$ cat config.mk
export PLATFORM = sky130hd
export DESIGN_NAME = bsum_monitor
export DESIGN_NICKNAME = d
export VERILOG_FILES = /design/src/inc/bsum_pkg.sv /design/src/hdl/bsum_alarm.sv /design/src/hdl/bsum_monitor.sv
export SDC_FILE = /design/constraint.sdc
export NUM_CORES = 1
export LEC_CHECK = 0
export BUFFER_PORTS_ARGS = -buffer_cell sky130_fd_sc_hd__clkbuf_2
export CORE_ASPECT_RATIO = 1.4
export CORE_MARGIN = 4
export CORE_UTILIZATION = 25
export CTS_BUF_LIST = sky130_fd_sc_hd__clkbuf_4 sky130_fd_sc_hd__clkbuf_8
export CTS_CLUSTER_DIAMETER = 30
export CTS_CLUSTER_SIZE = 14
export DETAILED_ROUTE_END_ITERATION = 10
export GPL_TIMING_DRIVEN = 0
export PLACE_DENSITY = 0.39
export REMOVE_ABC_BUFFERS = 1
export SYNTH_ARGS = -nofsm -noshare
export SYNTH_HDL_FRONTEND = slang
export SYNTH_SLANG_ARGS = --single-unit
$ cat constraint.sdc
create_clock -name clk_i -period 15.9 [get_ports clk_i]
set_input_delay 0.795 -clock clk_i [delete_from_list [all_inputs] [get_ports clk_i]]
set_output_delay 0.795 -clock clk_i [all_outputs]
set_load 0.01 [all_outputs]
$ cat src/inc/bsum_pkg.sv
package bsum_pkg;
    // alarm classes, control class selects no shutdown action
    typedef enum logic [2:0] {
        BSUM_CLS_A,
        BSUM_CLS_B,
        BSUM_CLS_C,
        BSUM_CLS_D,
        BSUM_CLS_E,
        BSUM_CLS_F,
        BSUM_CLS_CTRL
    } bsum_class_e;

    // time base
    localparam int unsigned CLK_HZ = 40_000_000;
    localparam int unsigned TICK_PERIOD_S = 1;
    localparam int unsigned SEC_CYCLES = CLK_HZ * TICK_PERIOD_S;
    localparam logic [9:0] SEC_MAX = 10'h3FF;

    // apb register byte offsets
    localparam logic [7:0] OFS_CTRL = 8'h00;
    localparam logic [7:0] OFS_SYNC_DLY = 8'h04;
    localparam logic [7:0] OFS_UNL_DLY = 8'h08;
    localparam logic [7:0] OFS_TRIP = 8'h0C;
    localparam logic [7:0] OFS_RATED = 8'h10;
    localparam logic [7:0] OFS_STATUS = 8'h14;
    localparam logic [7:0] OFS_IRQ_STAT = 8'h18;
    localparam logic [7:0] OFS_IRQ_MASK = 8'h1C;
    localparam logic [7:0] OFS_ACK = 8'h20;

    // control field positions
    localparam int unsigned CTRL_SYNC_EN = 0;
    localparam int unsigned CTRL_SYNC_SACK = 1;
    localparam int unsigned CTRL_SYNC_LOCK = 2;
    localparam int unsigned CTRL_SYNC_CLS = 4;
    localparam int unsigned CTRL_UNL_SACK = 8;
    localparam int unsigned CTRL_UNL_LOCK = 9;
    localparam int unsigned CTRL_UNL_CLS = 12;

    // limits and reset values, delays in seconds, trip in 0.1 %
    localparam logic [9:0] SYNC_DLY_MIN = 10'd3;
    localparam logic [9:0] SYNC_DLY_MAX = 10'd999;
    localparam logic [9:0] SYNC_DLY_RST = 10'd60;
    localparam logic [9:0] UNL_DLY_MIN = 10'd1;
    localparam logic [9:0] UNL_DLY_MAX = 10'd999;
    localparam logic [9:0] UNL_DLY_RST = 10'd30;
    localparam logic [9:0] TRIP_MIN = 10'd5;
    localparam logic [9:0] TRIP_MAX = 10'd999;
    localparam logic [9:0] TRIP_RST = 10'd30;
    localparam logic [15:0] RATED_RST = 16'd1000;
    localparam logic [26:0] TRIP_SCALE = 27'd1000;
    localparam bsum_class_e CLS_RST = BSUM_CLS_B;
endpackage

$ cat src/hdl/bsum_alarm.sv
`timescale 1ns/1ps
module bsum_alarm (
    input wire logic clk_i,
    input wire logic reset_i,
    input wire logic fault_i,
    input wire logic lockable_i,
    input wire logic lock_i,
    input wire logic self_ack_i,
    input wire logic ack_i,
    output logic alarm_o
);
    logic alarm_q;
    logic alarm_d;
    logic eval_w;
    logic fault_w;

    always_comb begin
        eval_w = !lockable_i || !lock_i;
        fault_w = eval_w && fault_i;
        alarm_d = alarm_q;
        if (alarm_q && !fault_w && self_ack_i) begin
            alarm_d = 1'b0;
        end
        if (alarm_q && !fault_w && ack_i) begin
            alarm_d = 1'b0;
        end
        if (fault_w) begin
            alarm_d = 1'b1;
        end
    end

    always_ff @(posedge clk_i) begin
        if (reset_i) begin
            alarm_q <= 1'b0;
        end else begin
            alarm_q <= alarm_d;
        end
    end

    assign alarm_o = alarm_q;
endmodule

$ cat src/hdl/bsum_monitor.sv
// The register addresses and the APB slave port were decided locally.
`timescale 1ns/1ps
module bsum_monitor #(
    parameter int unsigned TICK_CYCLES = bsum_pkg::SEC_CYCLES
) (
    input wire logic clk_i,
    input wire logic reset_i,
    input wire logic psel_i,
    input wire logic penable_i,
    input wire logic pwrite_i,
    input wire logic [7:0] paddr_i,
    input wire logic [31:0] pwdata_i,
    output logic [31:0] prdata_o,
    output logic pready_o,
    output logic pslverr_o,
    input wire logic sync_active_i,
    input wire logic side_b_breaker_closed_i,
    input wire logic side_b_breaker_open_i,
    input wire logic unload_active_i,
    input wire logic [15:0] side_b_power_i,
    input wire logic monitor_lock_i,
    input wire logic panel_ack_i,
    input wire logic ext_ack_i,
    output logic side_b_breaker_open_cmd_o,
    output logic sync_timeout_flag_o,
    output logic sync_timeout_message_o,
    output bsum_pkg::bsum_class_e sync_class_o,
    output logic unload_mismatch_alarm_o,
    output bsum_pkg::bsum_class_e unload_class_o,
    output logic irq_o
);
    import bsum_pkg::*;

    logic [31:0] prdata_q, prdata_d;
    logic pslverr_q, pslverr_d;
    logic [15:0] ctrl_q, ctrl_d;
    logic [9:0] sync_dly_q, sync_dly_d;
    logic [9:0] unl_dly_q, unl_dly_d;
    logic [9:0] trip_q, trip_d;
    logic [15:0] rated_q, rated_d;
    logic [2:0] irq_stat_q, irq_stat_d;
    logic [2:0] irq_mask_q, irq_mask_d;
    logic [31:0] pre_q, pre_d;
    logic [9:0] sync_cnt_q, sync_cnt_d;
    logic [9:0] unl_cnt_q, unl_cnt_d;
    logic open_q, open_d;
    logic [1:0] alarm_prev_q, alarm_prev_d;
    logic open_prev_q, open_prev_d;
    logic setup_w, wr_w, ack_wr_w, ack_w, tick_w;
    logic sync_run_w, sync_fault_w, below_w, unl_exp_w;
    logic [26:0] pwr_scaled_w, trip_abs_w;
    logic [2:0] irq_evt_w;
    logic [1:0] fault_w, lockable_w, self_ack_w, alarm_w;
    logic [31:0] status_w;

    function automatic logic [9:0] clamp10(input logic [9:0] v, input logic [9:0] lo,
                                           input logic [9:0] hi);
        logic [9:0] r;
        r = v;
        if (v < lo) begin
            r = lo;
        end else if (v > hi) begin
            r = hi;
        end
        return r;
    endfunction

    // out-of-range class codes fall back to the default class
    function automatic logic [2:0] legal_cls(input logic [2:0] v);
        logic [2:0] r;
        r = v;
        if (v > 3'(BSUM_CLS_CTRL)) begin
            r = 3'(CLS_RST);
        end
        return r;
    endfunction

    // zero wait state slave, read data registered in the setup cycle
    assign setup_w = psel_i && !penable_i;
    assign wr_w = psel_i && penable_i && pwrite_i;
    assign ack_wr_w = wr_w && (paddr_i == OFS_ACK) && pwdata_i[0];
    assign ack_w = panel_ack_i || ext_ack_i || ack_wr_w;
    assign pready_o = 1'b1;
    assign prdata_o = prdata_q;
    assign pslverr_o = pslverr_q;

    // trip level in 0.1 % of rated power: compare power*1000 < level*rated
    assign pwr_scaled_w = 27'(side_b_power_i) * TRIP_SCALE;
    assign trip_abs_w = 27'(trip_q) * 27'(rated_q);
    assign below_w = pwr_scaled_w < trip_abs_w;

    assign status_w = {27'h0, unload_active_i, sync_run_w, open_q, alarm_w[1], alarm_w[0]};
    assign irq_evt_w = {open_q && !open_prev_q,
                        alarm_w[1] && !alarm_prev_q[1],
                        alarm_w[0] && !alarm_prev_q[0]};

    always_comb begin
        ctrl_d = ctrl_q;
        sync_dly_d = sync_dly_q;
        unl_dly_d = unl_dly_q;
        trip_d = trip_q;
        rated_d = rated_q;
        irq_mask_d = irq_mask_q;
        irq_stat_d = irq_stat_q;
        prdata_d = prdata_q;
        pslverr_d = pslverr_q;
        if (setup_w) begin
            prdata_d = 32'h0;
            pslverr_d = 1'b0;
            unique case (paddr_i)
                OFS_CTRL: prdata_d = {16'h0, ctrl_q};
                OFS_SYNC_DLY: prdata_d = {22'h0, sync_dly_q};
                OFS_UNL_DLY: prdata_d = {22'h0, unl_dly_q};
                OFS_TRIP: prdata_d = {22'h0, trip_q};
                OFS_RATED: prdata_d = {16'h0, rated_q};
                OFS_STATUS: prdata_d = status_w;
                OFS_IRQ_STAT: prdata_d = {29'h0, irq_stat_q};
                OFS_IRQ_MASK: prdata_d = {29'h0, irq_mask_q};
                OFS_ACK: prdata_d = 32'h0;
                default: pslverr_d = 1'b1;
            endcase
        end
        if (wr_w) begin
            unique case (paddr_i)
                OFS_CTRL: begin
                    ctrl_d = pwdata_i[15:0] & 16'h7377;
                    ctrl_d[CTRL_SYNC_CLS +: 3] = legal_cls(pwdata_i[CTRL_SYNC_CLS +: 3]);
                    ctrl_d[CTRL_UNL_CLS +: 3] = legal_cls(pwdata_i[CTRL_UNL_CLS +: 3]);
                end
                OFS_SYNC_DLY: sync_dly_d = clamp10(pwdata_i[9:0], SYNC_DLY_MIN, SYNC_DLY_MAX);
                OFS_UNL_DLY: unl_dly_d = clamp10(pwdata_i[9:0], UNL_DLY_MIN, UNL_DLY_MAX);
                OFS_TRIP: trip_d = clamp10(pwdata_i[9:0], TRIP_MIN, TRIP_MAX);
                OFS_RATED: rated_d = pwdata_i[15:0];
                OFS_IRQ_STAT: irq_stat_d = irq_stat_q & ~pwdata_i[2:0];
                OFS_IRQ_MASK: irq_mask_d = pwdata_i[2:0];
                default: begin
                end
            endcase
        end
        // a new event wins over a simultaneous clear
        irq_stat_d = irq_stat_d | irq_evt_w;
    end

    always_ff @(posedge clk_i) begin
        if (reset_i) begin
            ctrl_q <= 16'h0001 | (16'(CLS_RST) << CTRL_SYNC_CLS)
                      | (16'(CLS_RST) << CTRL_UNL_CLS);
            sync_dly_q <= SYNC_DLY_RST;
            unl_dly_q <= UNL_DLY_RST;
            trip_q <= TRIP_RST;
            rated_q <= RATED_RST;
            irq_stat_q <= 3'h0;
            irq_mask_q <= 3'h0;
            prdata_q <= 32'h0;
            pslverr_q <= 1'b0;
        end else begin
            ctrl_q <= ctrl_d;
            sync_dly_q <= sync_dly_d;
            unl_dly_q <= unl_dly_d;
            trip_q <= trip_d;
            rated_q <= rated_d;
            irq_stat_q <= irq_stat_d;
            irq_mask_q <= irq_mask_d;
            prdata_q <= prdata_d;
            pslverr_q <= pslverr_d;
        end
    end

    // free-running seconds prescaler: delays resolve to within one second
    assign tick_w = (pre_q == TICK_CYCLES - 1);
    assign sync_run_w = sync_active_i && !side_b_breaker_closed_i;
    assign sync_fault_w = ctrl_q[CTRL_SYNC_EN] && sync_run_w && (sync_cnt_q >= sync_dly_q);
    assign unl_exp_w = unload_active_i && !side_b_breaker_open_i && (unl_cnt_q >= unl_dly_q);

    always_comb begin
        pre_d = tick_w ? 32'h0 : pre_q + 32'h1;
        sync_cnt_d = sync_cnt_q;
        if (!sync_run_w) begin
            sync_cnt_d = 10'h0;
        end else if (tick_w && sync_cnt_q != SEC_MAX) begin
            sync_cnt_d = sync_cnt_q + 10'h1;
        end
        unl_cnt_d = unl_cnt_q;
        if (!unload_active_i) begin
            unl_cnt_d = 10'h0;
        end else if (tick_w && !below_w && !side_b_breaker_open_i && unl_cnt_q != SEC_MAX) begin
            unl_cnt_d = unl_cnt_q + 10'h1;
        end
        // open is commanded while unloading with the breaker not open, when power is below trip or the unload delay has expired
        open_d = unload_active_i && !side_b_breaker_open_i && (below_w || unl_exp_w);
        alarm_prev_d = alarm_w;
        open_prev_d = open_q;
    end

    always_ff @(posedge clk_i) begin
        if (reset_i) begin
            pre_q <= 32'h0;
            sync_cnt_q <= 10'h0;
            unl_cnt_q <= 10'h0;
            open_q <= 1'b0;
            alarm_prev_q <= 2'h0;
            open_prev_q <= 1'b0;
        end else begin
            pre_q <= pre_d;
            sync_cnt_q <= sync_cnt_d;
            unl_cnt_q <= unl_cnt_d;
            open_q <= open_d;
            alarm_prev_q <= alarm_prev_d;
            open_prev_q <= open_prev_d;
        end
    end

    assign fault_w = {unl_exp_w, sync_fault_w};
    assign lockable_w = {ctrl_q[CTRL_UNL_LOCK], ctrl_q[CTRL_SYNC_LOCK]};
    assign self_ack_w = {ctrl_q[CTRL_UNL_SACK], ctrl_q[CTRL_SYNC_SACK]};

    generate
        for (genvar i = 0; i < 2; i++) begin : g_alarm
            bsum_alarm u_alarm (
                .clk_i(clk_i),
                .reset_i(reset_i),
                .fault_i(fault_w[i]),
                .lockable_i(lockable_w[i]),
                .lock_i(monitor_lock_i),
                .self_ack_i(self_ack_w[i]),
                .ack_i(ack_w),
                .alarm_o(alarm_w[i])
            );
        end
    endgenerate

    assign sync_timeout_flag_o = alarm_w[0];
    assign sync_timeout_message_o = alarm_w[0];
    assign unload_mismatch_alarm_o = alarm_w[1];
    assign side_b_breaker_open_cmd_o = open_q;
    assign sync_class_o = bsum_class_e'(ctrl_q[CTRL_SYNC_CLS +: 3]);
    assign unload_class_o = bsum_class_e'(ctrl_q[CTRL_UNL_CLS +: 3]);
    assign irq_o = |(irq_stat_q & irq_mask_q);
endmodule

Word-level counts from Yosys, hierarchy flattened
Cells that the tools add are included.
{"block": "totals", "ff_bits": 154, "output_inout_bits": 45, "wordCells": 121, "in_bits": 68}
{"block": "classes", "bitwise": 6, "multipliers": 2, "n_reduce_logical": 57, "n_mux": 16, "n_eq_ne": 11, "addsub": 3, "n_lt_le_gt_ge": 9}
{"op": "$pmux W16 S8", "n": 1}
{"op": "$mux W10", "n": 4}
{"op": "$add A32 B1 Y32 const B", "n": 1}
{"op": "$eq A32 B26 Y1 const B", "n": 1}
{"op": "$eq A8 B5 Y1 const B", "n": 4}
{"op": "$logic_and A1 B1 Y1", "n": 26}
{"op": "$lt A26 B26 Y1", "n": 1}
{"op": "$mul A10 B16 Y26", "n": 1}
{"op": "$mul A16 B7 Y23 const B", "n": 1}
{"op": "$add A10 B1 Y10 const B", "n": 2}
{"op": "$ge A10 B10 Y1", "n": 2}
{"op": "$ne A10 B10 Y1 const B", "n": 2}
{"op": "$eq A8 B4 Y1 const B", "n": 2}
{"op": "$logic_not A1 Y1", "n": 12}
{"op": "$mux W3", "n": 4}
{"op": "$reduce_and A2 Y1", "n": 6}
{"op": "$gt A10 B10 Y1 const B", "n": 1}
{"op": "$lt A10 B1 Y1 const B", "n": 1}
{"op": "$lt A10 B2 Y1 const B", "n": 1}
{"op": "$lt A10 B3 Y1 const B", "n": 1}
{"op": "$reduce_or A9 Y1", "n": 1}
{"op": "$eq A8 B3 Y1 const B", "n": 1}
{"op": "$eq A8 B6 Y1 const B", "n": 1}
{"op": "$logic_not A8 Y1", "n": 1}
{"op": "other kinds (10)", "n": 26}

Longest topological paths before layout
Gate-level depths: netlist (run 1).
{"block": "depth", "ltp_word": 11, "ltp_mapped": 31, "ltp_nobuf": 29}

Hierarchy
Synthesis (run 1) repeated with hierarchy kept, for this count alone.
{"block": "unflattened", "hier_cells": 1723, "area_unflattened_um2": 14894.3}
{"module": "bsum_monitor", "seq_area_each_um2": 2722.6, "cells_per_inst": 1715, "instances": 1, "area_per_inst_um2": 14799.2}
{"module": "bsum_alarm", "seq_area_each_um2": 20.0, "cells_per_inst": 4, "instances": 2, "area_per_inst_um2": 47.5}

Worst setup path after synthesis (run 1)
OpenSTA, ideal clock, no wires.
{"block": "synth_timing", "path_kind": "flip-flop to flip-flop", "from": "register trip_q[3]", "to": "register unl_cnt_q[4]", "setup_slack_ps": 8730, "path_buffers": 2, "required_ps": 15829, "stages_incl_launch_ff": 32, "setup_ps": 71, "synth_period_minus_slack_ps": 7170, "t_arrival_ps": 7100, "cell_sequence": "dfxtp_1 clkbuf_1 clkbuf_1 nand2_1 fa_1 inv_1 fa_1 inv_1 fa_1 inv_1 fa_1 inv_1 fa_1 inv_1 ha_1 a21o_1 a221oi_1 a21oi_1 o21ai_1 o31ai_1 a221o_1 a21oi_1 xnor2_1 ha_1 nand4_1 nor2_1 o311ai_0 a21oi_1 a21o_1 nand3_2 or3_1 a21oi_1"}
{"block": "synth_between", "elab_chain_cells": 6}
{"item": "start, declared", "line_no": "bsum_monitor.sv:39", "source": "logic [9:0] trip_q, trip_d;"}
{"item": "start signal, assigned", "line_no": "bsum_monitor.sv:160", "source": "trip_q <= trip_d;"}
{"item": "$mul A10 B16 Y26", "line_no": "bsum_monitor.sv:89", "source": "assign trip_abs_w = 27'(trip_q) * 27'(rated_q);"}
{"item": "$lt A26 B26 Y1", "line_no": "bsum_monitor.sv:90", "source": "assign below_w = pwr_scaled_w < trip_abs_w;"}
{"item": "$logic_not A1 Y1", "line_no": "bsum_monitor.sv:186", "source": "end else if (tick_w && !below_w && !side_b_breaker_open_i && unl_cnt_q != SEC_MAX) begin"}
{"item": "$logic_and A1 B1 Y1 (3 in series)", "line_no": "bsum_monitor.sv:186"}
{"item": "end signal, assigned", "line_no": "bsum_monitor.sv:206", "source": "unl_cnt_q <= unl_cnt_d;"}
{"item": "end, declared", "line_no": "bsum_monitor.sv:45", "source": "logic [9:0] unl_cnt_q, unl_cnt_d;"}
No other way between the ends.
A chain may end at the register's enable or synchronous reset.

Worst setup path after layout (run 1)
{"block": "layout_timing", "from": "register trip_q[3]", "to": "register unl_cnt_q[7]"}
The elaborated chain is that of the path after synthesis.

==> results of run 1 <==
==> report_power, final <==
part           switching, uW  internal (uW)  total, uW
clock network            158            127        284
registers               2.58            348        350
logic                    396            321        717
total                    556            795       1350
==> worst min-delay path, delay by kind of cell (launching register included) <==
family | cells | cell delay (ns)
compound gates | 1 | 0.05
flops | 1 | 0.32
simple gates | 1 | 0.05
==> layer usage <==
layer | routed length (um) | track usage | up-vias
met4 | 471 | 0.0247 | 0
met5 | 0 | 0 | -
met1 | 17400 | 0.160 | 5563
met3 | 1230 | 0.0186 | 24
li1 | - | - | 5573
met2 | 21000 | 0.244 | 167
==> registers in the layout, summed over array words and instances (netlist names) <==
| name | cells |
|---|---|
| pre_q | 32 |
| prdata_o | 16 |
| rated_q | 16 |
| ctrl_q | 11 |
| sync_cnt_q | 10 |
| sync_dly_q | 10 |
| trip_q | 10 |
| unl_cnt_q | 10 |
| unl_dly_q | 10 |
| irq_mask_q | 3 |
| irq_stat_q | 3 |
| alarm_prev_q | 2 |
| g_alarm.u_alarm.alarm_o | 2 |
| open_prev_q | 1 |
| pslverr_o | 1 |
| side_b_breaker_open_cmd_o | 1 |
==> per-stage QoR <==
| stage | std cells | total power [uW] | area (um2) | setup WS [ns] | utilization |
|---|---|---|---|---|---|
| global placement | 2419 | 1080 | 15500 | 7.46 | 0.269 |
| finish | 2453 | 1350 | 15900 | 7.51 | 0.276 |
| detailed placement | 2420 | 1090 | 15500 | 7.44 | 0.270 |
| floorplan | 1598 | 903 | 14200 | 8.96 | - |
| CTS | 2452 | 1380 | 15900 | 7.41 | 0.276 |
| global route | 2453 | 1490 | 15900 | 6.91 | 0.276 |
==> cells in the final DEF (no fill, tap or decap), types with 7 or more instances in the layout <==
| cell | count |
|---|---|
| nor3_1 | 18 |
| or3_1 | 9 |
| inv_1 | 193 |
| clkbuf_8 | 17 |
| nand3_1 | 41 |
| a21o_1 | 25 |
| and2_1 | 81 |
| nand2b_1 | 10 |
| nor2b_1 | 17 |
| ha_1 | 159 |
| fa_1 | 164 |
| o21a_1 | 7 |
| dfxtp_1 | 138 |
| nand2_1 | 205 |
| nor2_1 | 112 |
| a221o_1 | 12 |
| a211oi_1 | 10 |
| o21ai_0 | 30 |
| a22oi_1 | 30 |
| and3_1 | 14 |
| conb_1 | 17 |
| clkbuf_2 | 78 |
| xor2_1 | 40 |
| a31oi_1 | 7 |
| xnor2_1 | 39 |
| nand4_1 | 15 |
| nand3b_1 | 12 |
| a21oi_1 | 105 |
==> worst paths after layout <==
| kind | start | to | cells after the start |
|---|---|---|---|
| hold reg to reg | prdata_o[15]$_SDFFE_PP0P_ | prdata_o[15]$_SDFFE_PP0P_ | 2 |
| setup / recovery | trip_q[3]$_SDFFE_PP1P_ | unl_cnt_q[7]$_SDFFE_PP0P_ | 29 |
| hold / removal | prdata_o[15]$_SDFFE_PP0P_ | prdata_o[15]$_SDFFE_PP0P_ | 2 |
| setup reg to reg | trip_q[3]$_SDFFE_PP1P_ | unl_cnt_q[7]$_SDFFE_PP0P_ | 29 |
==> final cells by class <==
class	instances	share of cell area
Inverter	193	0.0456
Timing Repair Buffer	80	0.0268
Antenna cell	1	0.000157
Clock inverter	15	0.00913
Clock buffer	17	0.0147
Multi-Input combinational cell	1267	0.672
Sequential cell	138	0.174
Tap cell	742	0.0584
==> logic make-up after synthesis <==
kind of cell / after synthesis / synth area share
AOI/OAI and AO/OA: 280 / 0.125
xor gates and xnor gates: 79 / 0.0476
adders and majority gates: 323 / 0.363
buffers and inverters: 283 / 0.0794
DFF: 138 / 0.190
muxes: 2 / 0.00138
other: 2 / 0.000517
and+or+nand+nor: 566 / 0.193
==> flow_summary.yaml, run 1 <==
logic_synthesis:
  synthesis.area_um2: 14500
  synth_top_area_frac: 0.226
  synth_common_cells: "205 x nand2_1, 193 x inv_1, 164 x fa_1, 159 x ha_1, 138 x dfxtp_1"
  synthTopCellsByArea: "fa_1 23%, dfxtp_1 19%, ha_1 14%, nand2_1 5.3%, inv_1 5.0%"
  ys_warn_count: 0
  yosysTopAreaCell: "fa_1"
  synth-edff-count: 0
  postSynth.asyncResetShare: 0
  syn_inst: 1673
  ys_seq_elements: 138
  synth_flop_cell: "dfxtp_1"
  syn_avg_cell_area_um2: 8.69
  yosysUniqueCellTypes: 68
  synth.most_common_cell: "nand2_1"
  synth_seq_area_share: 0.190
floorplanning:
  chipHeight_um: 293
  die-area_um2: 62100
  rows: 104
  ios: 113
  core-area_um2: 57500
  start_util: 0.253
  fp.dieW_um: 212
timing:
  relSlewSlack: 0.269
  fin_setup_tns_ns: 0
  fmax_ghz: 0.119
  period_share: 0.527
  hold_viol: 0
  setup_viol: 0
  fin_hold_ws_ns: 0.465
  drv_slew: 0
  rsz0062_at_grt: "false"
  finClkSkew_ns: 0.0160
  tightest_slew_ns: 1.10
  fin_crit_ns: 8.39
grt:
  grt_pass1_vias: 12100
  grt_max_degree: 80
  groute.usage.overall: 0.131
  grt_first_pass_wirelength_um: 65600
  antenna_found_initial: 1
  grt_overflow_total: 0
worst_setup_path:
  crit_required_ns: 16.28
  cpMaxStageDelayCell: "dfxtp_1"
  crit_path_max_incr_delay_ns: 0.87
  startpoint_type: "flop"
  crit_type: "reg2reg"
  crit_buf_inv: 5
  cpLargestDelayFamily: "adder cells"
  cp_max_fo: 18
  endpoint_kind: "flop"
  worstPathArrival_ns: 8.77
  ff2ff_setup_slack_ns: 7.51
min_path:
  hp-class: "reg2reg"
detailed_routing:
  vias: 11300
  first_pass_iters: 4
  vias_per_cell: 4.62
  wl_per_cell_um: 16.3
  drc: 0
  wirelength_um: 40100
  ant_nets: 0
  drtIter0Drc: 525
cts:
  htreeDepth: 4
  cts_hold_buf: 0
  cts_buffers: 17
  ctsResizeCount: 0
  cts.clk_slew.worst_paths_ns: 0.08
  cts_tree: "done"
  root_buffer: "clkbuf_8"
  cts.sinks: 138
  clock_latency_ns: 0.47
  postCtsSetupBuffers: 0
  cts_max_path_buffers: 2
job:
  drv_cap: 0
status:
  outcome: "finished clean"
final_layout:
  fill_cells: 6295
  multiInputGateArea_um2: 10700
  register_area_um2: 2760
  drive_gt1_frac: 0.0743
  nets: 2088
  areaGrowthSynthToFinish_pct: 9.38
pwr:
  leakage_uw: 0.00718
  peakVddDrop_v: 0.0000467
  p_per_area_nw_per_um2: 85.0
place:
  dp_hpwl_um: 31900
  portBuffers: 79
  gp_congestion: 0.762
(Power assumes the default switching activity.)
==> inputs of run 2 (changes only) <==
==> constraint.sdc (replaced) <==
create_clock -name clk_i -period 8.34 [get_ports clk_i]
set_input_delay 0.417 -clock clk_i [delete_from_list [all_inputs] [get_ports clk_i]]
set_output_delay 0.417 -clock clk_i [all_outputs]
set_load 0.01 [all_outputs]
==> run 2 against run 1 <==
Non-clock buffer count stayed put; cell count stayed put; flip-flop and latch count stayed put; power is 91% higher; die area stayed put; setup slack worse by 6.9 ns; core utilization is 0.061 points higher; largest cell class unchanged; largest power group unchanged.
==> flow_summary.yaml, run 2 (synthesis gave the netlist of run 1 again) <==
final_layout:
  nets: 2088
  drive_gt1_frac: 0.0860
  largest_reg_flops: 32
  areaGrowthSynthToFinish_pct: 9.62
  fill_cells: 6290
  finish.utilization: 0.277
  final_area_um2: 15900
  mostFrequentLayoutCell: "nand2_1"
  layout.cells.most_common_list: "205 x nand2_1, 193 x inv_1, 164 x fa_1, 159 x ha_1, 120 x dfxtp_1"
  regMostFlops: "pre_q"
timing:
  hold_viol: 0
  finClkSkew_ns: 0.0157
  fin_crit_ns: 7.75
  period_share: 0.929
  setup_viol: 0
  relSlewSlack: 0.256
  rsz0062_at_grt: "false"
  fmax_ghz: 0.129
  drv_slew: 0
  fin_setup_tns_ns: 0
  tightest_slew_ns: 1.12
grt:
  antenna_found_initial: 1
  groute.usage.overall: 0.131
  grt_first_pass_wirelength_um: 65600
  grt_pass1_vias: 12100
  grt_overflow_total: 0
  grt_max_degree: 80
detailed_routing:
  vias_per_cell: 4.61
  drtIter0Drc: 607
  wl_per_cell_um: 16.3
  first_pass_iters: 6
  vias: 11300
  drc: 0
  ant_nets: 0
  wirelength_um: 40100
place:
  gp_congestion: 0.762
  dp_hpwl_um: 31900
  dpl_cell_area_um2: 15500
  portBuffers: 79
min_path:
  hp-class: "in2reg"
floorplanning:
  fp.dieW_um: 212
  start_util: 0.253
  rows: 104
  die-area_um2: 62100
  chipHeight_um: 293
  core-area_um2: 57500
  ios: 113
worst_setup_path:
  crit_path_max_incr_delay_ns: 0.54
  crit_type: "reg2reg"
  cpMaxStageDelayCell: "dfxtp_2"
  cp_max_fo: 12
  worstPathArrival_ns: 8.13
  crit_required_ns: 8.72
  endpoint_kind: "flop"
  startpoint_type: "flop"
cts:
  clock_latency_ns: 0.47
  cts_max_path_buffers: 2
  cts_buffers: 17
  cts.sinks: 138
  htreeDepth: 4
  cts_tree: "done"
  cts.clk_slew.worst_paths_ns: 0.09
  root_buffer: "clkbuf_8"
pwr:
  power_frac_clock: 0.210
  p_int_uw: 1520
  peakVddDrop_v: 0.0000888
  fin_total_pwr_uw: 2580
  power.share.combinational: 0.531
  p_sw_frac: 0.411
  p_per_area_nw_per_um2: 162
  leakage_uw: 0.00718
  power_frac_seq: 0.259
  switchingPower_uw: 1060
status:
  outcome: "finished clean"
job:
  drv_cap: 0
## run 2: cell types whose count changed in the layout (fill, tap and decap cells not counted)
cell | previous run | this run
a21o_2 | 0 | 1
a21o_1 | 25 | 24
o21ai_2 | 0 | 1
dfxtp_2 | 0 | 15
o21ai_1 | 5 | 4
dfxtp_4 | 0 | 3
dfxtp_1 | 138 | 120
## run 2: repair_timing
action / 4_1_cts / 5_1_grt
gates resized for setup: 3 / 20
hold buffers: 0 / 0
endpoints found under the setup margin: 5 / 10
gates cloned: 0 / 0
setup buffers: 0 / 0
## run 2: layout make-up
class,instances,area [um2],share of cell area
Multi-Input combinational cell,1267,10700,0.670
Sequential cell,138,2790,0.175
Tap cell,742,928,0.0583
Inverter,193,724,0.0455
Timing Repair Buffer,80,425,0.0267
Clock buffer,17,234,0.0147
Clock inverter,15,145,0.00911
Antenna cell,1,2.50,0.000157
## run 2: path summary, 6_finish.rpt
| path | slack (ns) | endpoint | from | depth (start not counted) |
|---|---|---|---|---|
| worst min-delay path | 0.16 | rated_q[10]$_SDFFE_PP0P_ | pwdata_i[10] | 3 |
| worst min register to register | 0.47 | prdata_o[15]$_SDFFE_PP0P_ | prdata_o[15]$_SDFFE_PP0P_ | 2 |
| worst max register to register | 0.59 | unl_cnt_q[7]$_SDFFE_PP0P_ | rated_q[5]$_SDFFE_PP1P_ | 29 |
| worst max-delay path | 0.59 | unl_cnt_q[7]$_SDFFE_PP0P_ | rated_q[5]$_SDFFE_PP1P_ | 29 |
## run 2: critical path: cells and delay by family, from the launching register on
kind            cells  cell delay, ns
fa+ha+maj           7            3.23
flops               1            0.54
xor+xnor            1            0.08
simple gates        6            1.33
compound gates     10            2.23
buf+inv             5            0.24
## run 2: through the flow
step / std cells / hold slack (ns) / setup slack (ns)
after global placement: 2419 / 0.445 / -0.0965
after global routing: 2453 / 0.133 / 0.0513
final: 2453 / 0.159 / 0.588
after CTS: 2452 / 0.117 / 0.00201
after floorplan: 1598 / 0.426 / 1.40
after detailed placement: 2420 / 0.458 / -0.116
## run 2: power by group through the flow
stage | sequential (uW) | clock (uW) | combinational, uW
after CTS | 669 | 565 | 1410
after detailed placement | 684 | 0 | 1390
after global routing | 669 | 593 | 1580
final | 667 | 542 | 1370
after floorplan | 682 | 0 | 1040
after global placement | 684 | 0 | 1380
## run 2: layer usage
layer,track usage,part of all wire,wire length [um]
met2,0.244,0.52,20900
met1,0.160,0.44,17500
met3,0.0186,0.030,1190
met4,0.0247,0.011,459
met5,0,0,0
==> inputs of run 3 (changes only) <==
--- a/config.mk
+++ b/config.mk
@@ -14,7 +14,7 @@
 export CTS_CLUSTER_SIZE = 14
 export DETAILED_ROUTE_END_ITERATION = 10
 export GPL_TIMING_DRIVEN = 0
-export PLACE_DENSITY = 0.39
+export PLACE_DENSITY = 0.45
 export REMOVE_ABC_BUFFERS = 1
 export SYNTH_ARGS = -nofsm -noshare
 export SYNTH_HDL_FRONTEND = slang
==> run 3 against run 2 <==
Flip-flop and latch count unchanged; highest routed layer unchanged; routed wire length down 2.9%; die area unchanged; core utilization about the same; sequential share of layout area about the same; design area about the same; register-to-register slack worse by 0.11 ns; clock power up 4.4%; hold slack better by 0.035 ns; maximum frequency down 1.4%; combinational power about the same.
==> flow_summary.yaml, run 3 (synthesis gave the netlist of run 1 again) <==
status:
  outcome: "finished clean"
min_path:
  hold_depth: 3
  hp-start: "pwdata_i[15]"
  hp-class: "in2reg"
  hold_end: "rated_q[15]$_SDFFE_PP0P_"
worst_setup_path:
  cp_max_fo: 12
  worstPathArrival_ns: 8.25
  endpoint_kind: "flop"
  ff2ff_setup_slack_ns: 0.48
  ff2ff_path_depth: 27
  r2r-end: "unl_cnt_q[9]$_SDFFE_PP0P_"
  crit_required_ns: 8.72
  r2r_start: "rated_q[2]$_SDFFE_PP0P_"
  cpMaxStageDelayCell: "dfxtp_1"
  crit_path_frequent_cell: "fa_1"
  cpLargestDelayFamily: "adder cells"
  crit_path_max_incr_delay_ns: 0.67
  crit_type: "reg2reg"
  crit_buf_inv: 3
  startpoint_type: "flop"
timing:
  setup_viol: 0
  hold_viol: 0
  tightest_slew_ns: 1.07
  period_share: 0.943
  fin_crit_ns: 7.86
  fmax_ghz: 0.127
  fin_setup_tns_ns: 0
  finClkSkew_ns: 0.0101
  drv_slew: 0
  fin_hold_ws_ns: 0.194
  relSlewSlack: 0.283
cts:
  cts_hold_buf: 0
  cts_buffers: 17
  cts_tree: "done"
  cts.clk_slew.worst_paths_ns: 0.08
  cts.sinks: 138
  cts_max_path_buffers: 2
  root_buffer: "clkbuf_8"
  clock_latency_ns: 0.46
  htreeDepth: 4
floorplanning:
  start_util: 0.253
  core-area_um2: 57500
  rows: 104
  ios: 113
  chipHeight_um: 293
  fp.dieW_um: 212
  die-area_um2: 62100
final_layout:
  nets: 2088
  num_antenna_cells: 0
  drive_gt1_frac: 0.0836
  mostFrequentLayoutCell: "nand2_1"
  layout.cells.most_common_list: "205 x nand2_1, 193 x inv_1, 164 x fa_1, 159 x ha_1, 123 x dfxtp_1"
  multiInputGateArea_um2: 10700
  finish.utilization: 0.277
  areaGrowthSynthToFinish_pct: 9.65
  instances_no_fill: 2452
  register_area_um2: 2790
  largest_reg_flops: 32
  fill_cells: 6277
  regMostFlops: "pre_q"
grt:
  grt_max_degree: 47
  grt_first_pass_wirelength_um: 64300
  antenna_found_initial: 0
  grt_overflow_total: 0
  grt_pass1_vias: 12100
  groute.usage.overall: 0.127
pwr:
  switchingPower_uw: 1040
  power_frac_clock: 0.218
  p_sw_frac: 0.402
  p_int_uw: 1550
  power_frac_seq: 0.257
  power.share.combinational: 0.524
  p_per_area_nw_per_um2: 163
  leakage_uw: 0.00717
  peakVddDrop_v: 0.000141
detailed_routing:
  ant_nets: 0
  wl_per_cell_um: 15.9
  drc: 0
  vias_per_cell: 4.65
  first_pass_iters: 6
  wirelength_um: 38900
  drtIter0Drc: 496
  vias: 11400
place:
  gp_congestion: 0.791
  place_inst: 2420
  portBuffers: 79
  dp_hpwl_um: 31000
job:
  drv_cap: 0
==> run 3: worst max-delay path by stage <==
stage	start	end	cells after the start
after floorplan	trip_q[3]$_SDFFE_PP1P_	unl_cnt_q[4]$_SDFFE_PP0P_	29
after global placement	trip_q[3]$_SDFFE_PP1P_	unl_cnt_q[9]$_SDFFE_PP0P_	29
after detailed placement	trip_q[3]$_SDFFE_PP1P_	unl_cnt_q[9]$_SDFFE_PP0P_	29
after CTS	trip_q[1]$_SDFFE_PP1P_	unl_cnt_q[9]$_SDFFE_PP0P_	29
after global routing	rated_q[5]$_SDFFE_PP1P_	unl_cnt_q[9]$_SDFFE_PP0P_	29
final	rated_q[2]$_SDFFE_PP0P_	unl_cnt_q[9]$_SDFFE_PP0P_	27
==> run 3: timing repair <==
item | in CTS | in global routing
endpoints found under the hold margin | 0 | 0
buffers inserted | 0 | 0
gates resized for setup | 2 | 17
cloned | 0 | 0
setup endpoints to repair | 5 | 11
==> run 3: power by group through the flow <==
stage               clock, uW  sequential (uW)  combinational, uW
floorplan                   0              682               1040
global placement            0              684               1350
detailed placement          0              684               1370
CTS                       590              668               1390
global route              613              668               1580
finish                    566              667               1360
==> run 3: layout make-up <==
type / count / area share
clock buffers: 19 / 0.0160
clock inverters: 13 / 0.00911
inverters: 193 / 0.0454
multi-input cells: 1267 / 0.670
flip-flops and latches: 138 / 0.175
well taps: 742 / 0.0582
repair buffers: 80 / 0.0262
==> run 3: per-stage QoR <==
step	worst slack [ns]	total power (uW)	instance area [um2]
after floorplan	1.40	1720	14200
after global placement	0.0722	2040	15500
after detailed placement	-0.0380	2060	15500
after CTS	0.00135	2650	15900
after global routing	-0.00402	2870	15900
final	0.476	2590	15900
==> run 3: worst reg2reg max path: cells and delay by family (launching register included) <==
kind | cells | cell delay, ns
buffers and inverters | 3 | 0.14
xor gates and xnor gates | 1 | 0.09
and+or+nand+nor | 6 | 1.25
AOI/OAI and AO/OA | 10 | 2.38
adders and majority gates | 7 | 3.23
DFF | 1 | 0.67
==> run 3: per-layer routing <==
layer,wire [um],global-route usage,part of all wire,vias up
li1,-,-,-,5563
met1,16800,0.157,0.43,5574
met2,20100,0.233,0.52,230
met3,1240,0.0168,0.032,43
met4,823,0.0335,0.021,0
met5,0,0,0,-
